`src/logic/byte_load_defs.svh`:
```
`ifndef BYTE_LOAD_DEFS_SVH
`define BYTE_LOAD_DEFS_SVH
// ----------------------------------------
// Prefix bytes
// ----------------------------------------
`define PFX_EXT      8'hED
`define PFX_X        8'hDD
`define PFX_Y        8'hFD
// ----------------------------------------
// Fixed op codes
// ----------------------------------------
`define OP_A_VEC     8'h57
`define OP_A_RFSH    8'h5F
`define OP_VEC_A     8'h47
`define OP_RFSH_A    8'h4F
`define OP_A_EXT     8'h3A
`define OP_EXT_A     8'h32
`define OP_A_FIRST   8'h0A
`define OP_A_SECOND  8'h1A
`define OP_FIRST_A   8'h02
`define OP_SECOND_A  8'h12
`define OP_HALT      8'h76
// ----------------------------------------
// Op code fields
// ----------------------------------------
`define GRP_MOVE     2'h1
`define GRP_LOW      2'h0
`define REG_MEM      3'h6
`define REG_ACC      3'h7
`define SRC_IMM      3'h6
`define SIGN_BIT     7
// Pair pointer op codes: bit 3 high reads memory, bit 4 picks the second pair
`define PAIR_DIR_BIT 3
`define PAIR_SEL_BIT 4
`endif

```
`src/logic/byte_load_pkg.sv`:
```
`default_nettype none
package byte_load_pkg;
   // Fetch sequencer states
   typedef enum logic [6:0]
   {
      ST_OP    = 7'h01,
      ST_OP2   = 7'h02,
      ST_DISP  = 7'h04,
      ST_IMM   = 7'h08,
      ST_ADLO  = 7'h10,
      ST_ADHI  = 7'h20,
      ST_ISSUE = 7'h40
   } fetch_state_e;

   // Memory pointer used by a memory operand
   typedef enum logic [1:0]
   {
      PTR_MAIN   = 2'h0,
      PTR_FIRST  = 2'h1,
      PTR_SECOND = 2'h2,
      PTR_INDEX  = 2'h3
   } ptr_sel_e;

   // Accumulator moves to and from vector and refresh registers
   typedef enum logic [2:0]
   {
      SP_NONE      = 3'h0,
      SP_A_VEC     = 3'h1,
      SP_A_RFSH    = 3'h2,
      SP_VEC_A     = 3'h3,
      SP_RFSH_A    = 3'h4
   } special_e;

   // One decoded load
   typedef struct packed
   {
      logic        bad;
      logic        memRead;
      logic        memWrite;
      logic        hasImm;
      logic        hasAddr;
      ptr_sel_e    ptr;
      logic        idxY;
      special_e    special;
      logic [2:0]  dst;
      logic [2:0]  src;
      logic [7:0]  imm;
      logic [15:0] addr;
   } load_op_s;
endpackage
`default_nettype wire

```
`src/logic/byte_load_decode.sv`:
```
`timescale 1ns/1ps
`default_nettype none
`include "byte_load_defs.svh"

// How it works
// - Decode move grid and vector/refresh accumulator loads
// - Accept prefix plus second op code byte
// - Indexed loads: prefix, op code, displacement
// - Extended accumulator loads take 16-bit address
// - Address low byte first, then high
// - Register immediate load: op code, data
// - Indexed immediate: prefix, op, displacement, data
// - Displacement directly follows op code
// - Op codes fetched during op code cycle
// - Index plus signed displacement forms address
module byte_load_decode
   import byte_load_pkg::*;
(
   // Clock and reset
   input  wire logic        clk,
   input  wire logic        resetn,
   // Program memory byte stream
   output var  logic        byteReq,
   output var  logic        opcodeFetchCycle,
   input  wire logic        byteValid,
   input  wire logic [7:0]  byteData,
   // Index registers
   input  wire logic [15:0] indexRegX,
   input  wire logic [15:0] indexRegY,
   // Decoded load
   output var  logic        instrValid,
   output var  load_op_s    instr
);

   // ----------------------------------------
   // Main op code classification
   // ----------------------------------------
   function automatic load_op_s decodeMain(input logic [7:0] op, input logic indexed);
      load_op_s d;
      d = '0;
      d.dst = op[5:3];
      d.src = op[2:0];
      d.ptr = indexed ? PTR_INDEX : PTR_MAIN;
      if (op[7:6] == `GRP_MOVE && op != `OP_HALT)
      begin
         d.memRead  = (op[2:0] == `REG_MEM);
         d.memWrite = (op[5:3] == `REG_MEM);
         d.bad      = indexed && !(d.memRead || d.memWrite);
      end
      else if (op[7:6] == `GRP_LOW && op[2:0] == `SRC_IMM)
      begin
         d.hasImm   = 1'h1;
         d.memWrite = (op[5:3] == `REG_MEM);
         d.bad      = indexed && !d.memWrite;
      end
      else if (!indexed && (op == `OP_A_EXT || op == `OP_EXT_A))
      begin
         d.hasAddr  = 1'h1;
         d.memRead  = (op == `OP_A_EXT);
         d.memWrite = (op == `OP_EXT_A);
         d.dst      = d.memRead ? `REG_ACC : `REG_MEM;
         d.src      = d.memRead ? `REG_MEM : `REG_ACC;
      end
      else if (!indexed && (op == `OP_A_FIRST || op == `OP_A_SECOND ||
                            op == `OP_FIRST_A || op == `OP_SECOND_A))
      begin
         d.memRead  = op[`PAIR_DIR_BIT];
         d.memWrite = !op[`PAIR_DIR_BIT];
         d.ptr      = op[`PAIR_SEL_BIT] ? PTR_SECOND : PTR_FIRST;
         d.dst      = d.memRead ? `REG_ACC : `REG_MEM;
         d.src      = d.memRead ? `REG_MEM : `REG_ACC;
      end
      else
      begin
         d.bad = 1'h1;
      end
      return d;
   endfunction

   // ----------------------------------------
   // Sequencer state
   // ----------------------------------------
   fetch_state_e state;
   fetch_state_e next_state;
   logic         edPfx;
   logic         next_edPfx;
   logic         indexed;
   logic         next_indexed;
   logic         next_byteReq;
   logic         next_opcodeFetchCycle;
   logic         next_instrValid;
   load_op_s     next_instr;
   logic         take;
   logic [15:0]  idxBase;

   assign take    = byteReq && byteValid;
   assign idxBase = instr.idxY ? indexRegY : indexRegX;

   // Next state and decoded fields
   always_comb
   begin
      next_state   = state;
      next_edPfx   = edPfx;
      next_indexed = indexed;
      next_instr   = instr;
      case (state)
         ST_OP:
         begin
            if (take)
            begin
               next_edPfx   = 1'h0;
               next_indexed = 1'h0;
               next_instr   = '0;
               if (byteData == `PFX_EXT)
               begin
                  next_edPfx = 1'h1;
                  next_state = ST_OP2;
               end
               else if (byteData == `PFX_X || byteData == `PFX_Y)
               begin
                  next_indexed    = 1'h1;
                  next_instr.idxY = (byteData == `PFX_Y);
                  next_state      = ST_OP2;
               end
               else
               begin
                  next_instr = decodeMain(byteData, 1'h0);
                  if (next_instr.hasAddr)
                     next_state = ST_ADLO;
                  else if (next_instr.hasImm)
                     next_state = ST_IMM;
                  else
                     next_state = ST_ISSUE;
               end
            end
         end
         ST_OP2:
         begin
            if (take && edPfx)
            begin
               next_instr     = '0;
               next_instr.dst = `REG_ACC;
               next_instr.src = `REG_ACC;
               case (byteData)
                  `OP_A_VEC:  next_instr.special = SP_A_VEC;
                  `OP_A_RFSH: next_instr.special = SP_A_RFSH;
                  `OP_VEC_A:  next_instr.special = SP_VEC_A;
                  `OP_RFSH_A: next_instr.special = SP_RFSH_A;
                  default:    next_instr.bad     = 1'h1;
               endcase
               next_state = ST_ISSUE;
            end
            else if (take)
            begin
               next_instr      = decodeMain(byteData, 1'h1);
               next_instr.idxY = instr.idxY;
               next_state      = next_instr.bad ? ST_ISSUE : ST_DISP;
            end
         end
         ST_DISP:
         begin
            if (take)
            begin
               next_instr.addr = idxBase + {{8{byteData[`SIGN_BIT]}}, byteData};
               next_state      = instr.hasImm ? ST_IMM : ST_ISSUE;
            end
         end
         ST_IMM:
         begin
            if (take)
            begin
               next_instr.imm = byteData;
               next_state     = ST_ISSUE;
            end
         end
         ST_ADLO:
         begin
            if (take)
            begin
               next_instr.addr[7:0] = byteData;
               next_state           = ST_ADHI;
            end
         end
         ST_ADHI:
         begin
            if (take)
            begin
               next_instr.addr[15:8] = byteData;
               next_state            = ST_ISSUE;
            end
         end
         ST_ISSUE:
         begin
            next_state = ST_OP;
         end
         default:
         begin
            next_state = ST_OP;
         end
      endcase
      next_byteReq          = (next_state != ST_ISSUE);
      next_opcodeFetchCycle = (next_state == ST_OP || next_state == ST_OP2);
      next_instrValid       = (next_state == ST_ISSUE);
   end

   // State and output registers
   always_ff @(posedge clk or negedge resetn)
   begin
      if (!resetn)
      begin
         state            <= ST_OP;
         edPfx            <= 1'h0;
         indexed          <= 1'h0;
         byteReq          <= 1'h1;
         opcodeFetchCycle <= 1'h1;
         instrValid       <= 1'h0;
         instr            <= '0;
      end
      else
      begin
         state            <= next_state;
         edPfx            <= next_edPfx;
         indexed          <= next_indexed;
         byteReq          <= next_byteReq;
         opcodeFetchCycle <= next_opcodeFetchCycle;
         instrValid       <= next_instrValid;
         instr            <= next_instr;
      end
   end
endmodule // byte_load_decode
`default_nettype wire

```
`config.mk`:
```
export PLATFORM = sky130hd
export DESIGN_NAME = byte_load_decode
export DESIGN_NICKNAME = d
export VERILOG_FILES = /design/src/logic/byte_load_pkg.sv /design/src/logic/byte_load_decode.sv
export VERILOG_INCLUDE_DIRS = /design/src /design/src/logic
export SDC_FILE = /design/constraint.sdc
export NUM_CORES = 1
export LEC_CHECK = 0
export CAP_MARGIN = 20
export CORE_MARGIN = 3
export CORE_UTILIZATION = 64
export CTS_CLUSTER_SIZE = 14
export DETAILED_ROUTE_END_ITERATION = 7
export DONT_BUFFER_PORTS = 1
export PLACE_DENSITY = 0.8
export SYNTH_ARGS = -nofsm -noshare
export SYNTH_HDL_FRONTEND = slang
export SYNTH_SLANG_ARGS = --single-unit
```
`constraint.sdc`:
```
create_clock -name clk -period 4 [get_ports clk]
set_input_delay 0.6 -clock clk [delete_from_list [all_inputs] [get_ports clk]]
set_output_delay 0.6 -clock clk [all_outputs]
set_load 0.02 [all_outputs]
```
Word-level counts from Yosys, hierarchy flattened

Index checks and enable logic that the tools add are counted.

Bits in registers: 52
Word-level logic and storage cells: 146
Bits of input ports: 43
Output and inout port bits: 44

Muxes and demuxes: 66
Eq/ne operators: 34
Reductions and logical operators: 27
Add/subtract/negate cells: 1

Operator list:

| operator             | number |
|---|---|
| $mux W41             | 4 |
| $mux W7              | 13 |
| $pmux W8 S4          | 2 |
| $pmux W7 S5          | 1 |
| $pmux W17 S2         | 1 |
| $eq A8 B7 Y1 const B | 4 |
| $mux W16             | 2 |
| $mux W30             | 1 |
| $eq A8 B8 Y1 const B | 3 |
| $mux W6              | 4 |
| $pmux W8 S3          | 1 |
| $mux W1              | 22 |
| $mux W4              | 5 |
| $add A16 B16 Y16     | 1 |
| $eq A8 B5 Y1 const B | 2 |
| $eq A8 B6 Y1 const B | 2 |
| $eq A7 B1 Y1 const B | 2 |
| $eq A7 B2 Y1 const B | 2 |
| $mux W2              | 6 |
| $ne A2 B2 Y1 const B | 6 |
| $pmux W3 S4          | 1 |
| $reduce_and A5 Y1    | 2 |
| $eq A8 B2 Y1 const B | 1 |
| $eq A8 B4 Y1 const B | 1 |
| 24 further kinds     | 39 |

Longest topological paths before layout

Depth in word-level cells: 20
Gate-level depth with buffers: 12
Depth with buffers taken out: 10

Least setup slack after synthesis

OpenSTA, ideal clock, no wires.

Path kind: reg-to-reg
From: register instr[33] (netlist name)
To: register instr[11] (netlist name)
Setup time: 0.077 ns
Arrival: 3.128 ns
Period minus slack after synthesis: 3.205 ns
Path buffers: 2
Stages on the path, launching flop included: 11
Data required time: 3.923 ns
Setup slack: 0.795 ns
Cell sequence: dfrtp_1 -> clkbuf_1 -> buf_1 -> mux2_2 -> ha_1 -> a2111oi_0 -> o21a_1 -> nor3_1 -> or4_1 -> and3_1 -> a21oi_1

Word-level cells in the longest chain between the ends: 4

RTL lines:

| item                     | line                    | RTL |
|---|---|---|
| start: declaration       | byte_load_decode.sv:32  | `output var load_op_s instr` |
| start signal: assignment | byte_load_decode.sv:227 | `instr <= next_instr;` |
| $mux W16                 | byte_load_decode.sv:97  | `assign idxBase = instr.idxY ? indexRegY : indexRegX;` |
| $add A16 B16 Y16         | byte_load_decode.sv:164 | `` next_instr.addr = idxBase + {{8{byteData[`SIGN_BIT]}}, byteData}; `` |
| $mux W16                 | byte_load_decode.sv:162 | `if (take)` |
| $pmux W8 S4              | byte_load_decode.sv:106 | `case (state)` |

Every way passes these cells. The select of a mux whose other input is x is not followed.
A chain may end at the register's enable or synchronous reset.

Final worst setup path

Same ends and word-level chain as after synthesis.

==> flow_summary.toml <==
[grt]
first_global_vias = 3206
antenna_found_initial = 0
grt_max_degree = 50
grt.total_usage_pct = 30.04
overflow = 0
grt_first_pass_wirelength_um = 15440

[layout]
layout.nets = 472
fin_util_pct = 71.17
drive_above_1_share_pct = 9.903
antennaDiodeCount = 0
fill_cells = 400
final_cell_mix = "dfrtp_1 (49), nor2_1 (44), nand2_1 (42)"
final_cells = 484
layout_commonest_cell = "dfrtp_1"
area_growth_pct = 3.750

[route]
wl_per_cell_um = 19.46
drc = 0
drt-pass1-iter-count = 5
avgViaCountPerCell = 6.707
vias = 3246
wl_um = 9421
final_antenna_net_count = 0
drt_iter0_drc = 378

[timing]
grt_setup_unrepaired = "no"
max_freq_mhz = 315.2
maxSlewHeadroom_pct = 33.18
finalSetupTns_ps = 0
finalSetupViolations = 0
timing.final.crit_share_pct = 79.32
drv_slew = 0
fin_ws_ps = 827.0
hold_violations = 0
period_needed_ps = 3173
tightest_slew_ps = 1002
finalClockSkew_ps = 16.09

[synth]
synth-seq-cells = 52
async_flop_share_pct = 100.0
synthCells = 423
ys_seq_area_share_pct = 35.88
synth_ff_type = "dfrtp_1"
synthesis.area_mm2 = 0.003637
syn_area_per_cell_um2 = 8.599
synth_cell_type_count = 62
synth_nets = 482
synth_warnings = 0
synth_edf_count = 0

[cts]
cts_resized = 0
cts_buffers = 5
ctsRootBufferMaster = "clkbuf_8"
cts.htree.levels = 2
cts_tree = "built"
numClockSinks = 52
clk_pin_slew_ps = 110
cts_setup_buffers = 0
hold_buffers = 1
clock_latency_ps = 320
clockBufferDepth = 2

[floorplanning]
die_h_um = 81.39
die_x_um = 81.39
std_cell_rows = 26
start_util_pct = 68.59
core_area_mm2 = 0.005303
ioPinCount = 87
die_area_mm2 = 0.006624

[place]
port_buffers = 0
dp_slack_ps = 883.5
dpl.cell_count = 475
routabilityCongestion = 0.9524
dp_hpwl_um = 7058

[pwr]
p_seq_share_pct = 51.9
clockPowerShare_pct = 17.1
p_int_mw = 1.047
share_comb_of_total_power_pct = 31.0
net-switching-power_uw = 856.2
total_power_mw = 1.903
peakVddDrop_mv = 0.3020
power_density_mw_per_mm2 = 504.4
power.share.switching_pct = 44.98
leakagePower_nw = 1.578

[critical_path]
cpMostUsedCell = "a21oi_1"
path_cells = "buf_4 -> mux2_2 -> ha_1 -> a21o_1 -> a21oi_1 -> o21bai_1 -> or4_1 -> and3_1 -> a21oi_1"
critPathBufInv = 1
cp_data_required_time_ps = 4240
arrival_ps = 3410
critPathMaxStageDelay_ps = 800
start_kind = "flop"
worstSetupPathType = "reg -> reg"
crit_fanout = 10
cp_slowest_cell = "dfrtp_1"
cp_top_family = "flip-flops"
worst_setup_path_end_kind = "flop"

[flow_run]
maxCapViolCount = 0

[hold_path]
hold_class = "in -> async"

[outcome]
status = "completed"
flip-flops by register name (all words and copies together), names as in the netlist:
register and cells:
instr 41, state 7, instrValid 1, edPfx 1, opcodeFetchCycle 1, byteReq 1
cell type report:
class	count	area (µm²)	share of cell area [%]
clock buffer	5	68.82	1.824
tap	70	87.58	2.321
sequential	52	1305	34.58
clock inverter	3	27.53	0.7294
timing repair buffer	4	50.05	1.326
inverter	10	37.54	0.9947
multi-input combinational	340	2197	58.22
worst register-to-register path, stage by stage, from the launching register on:
cell	delay [ps]
dfrtp_1	800
buf_4	300
mux2_2	350
ha_1	360
a21o_1	210
a21oi_1	230
o21bai_1	120
or4_1	390
and3_1	170
a21oi_1	140
metal layers:
metal  wire length [µm]  GRT usage, %
met5                  0             0
met4                161         11.32
met3                932         6.984
met2               4609         50.49
met1               3717         37.26
power by group through the flow:
| stage | Sequential [mW] | Clock, mW | Combinational [mW] |
|---|---|---|---|
| after global routing | 1.01 | 0.351 | 0.670 |
| after global placement | 0.995 | 0 | 0.560 |
| final | 0.987 | 0.325 | 0.591 |
| after CTS | 0.991 | 0.328 | 0.590 |
| after detailed placement | 1.00 | 0 | 0.575 |
| after floorplan | 0.953 | 0 | 0.495 |
path summary, 6_finish.rpt:
check                                  to  slack (ps)  depth (start not counted)         from
worst max register to register  instr[11]         830                          9    instr[33]
worst max-delay path            instr[11]         830                          9    instr[33]
worst min-delay path             state[0]         120                          0       resetn
worst min register to register   state[0]         560                          1     state[0]
max in group asynchronous       instr[14]        3650                          1       resetn
min in group clk                instr[32]         360                          1  byteData[4]
synthesized netlist by cell type, types with 8 or more instances:
cell	number	area (µm²)
clkbuf_1	12	45.04
xnor2_1	9	78.83
a21o_1	8	60.06
nand2_1	42	157.7
inv_1	10	37.54
mux2_2	15	168.9
a21oi_1	33	165.2
nand3_1	14	70.07
ha_1	15	187.7
a22oi_1	9	67.56
dfrtp_1	49	1226
nor3_1	12	60.06
o21ai_0	31	155.2
nor2_1	44	165.2
cell families after synthesis:
logic type | Yosys count | share of synthesized area [%]
adder cells (fa/ha/maj) | 16 | 5.710
flip-flops | 52 | 35.88
multiplexers | 21 | 6.295
AND/OR/NAND/NOR | 160 | 22.26
XOR/XNOR | 11 | 2.649
AO/OA/AOI/OAI | 132 | 23.50
buffers and inverters | 31 | 3.715
metrics by stage:
stage	instance area (µm²)	hold slack (ps)
global route	3774	97.40
floorplan	3637	304.4
finish	3774	118.0
global placement	3650	305.5
detailed placement	3650	305.7
CTS	3774	113.5
(Power assumes the default switching activity.)
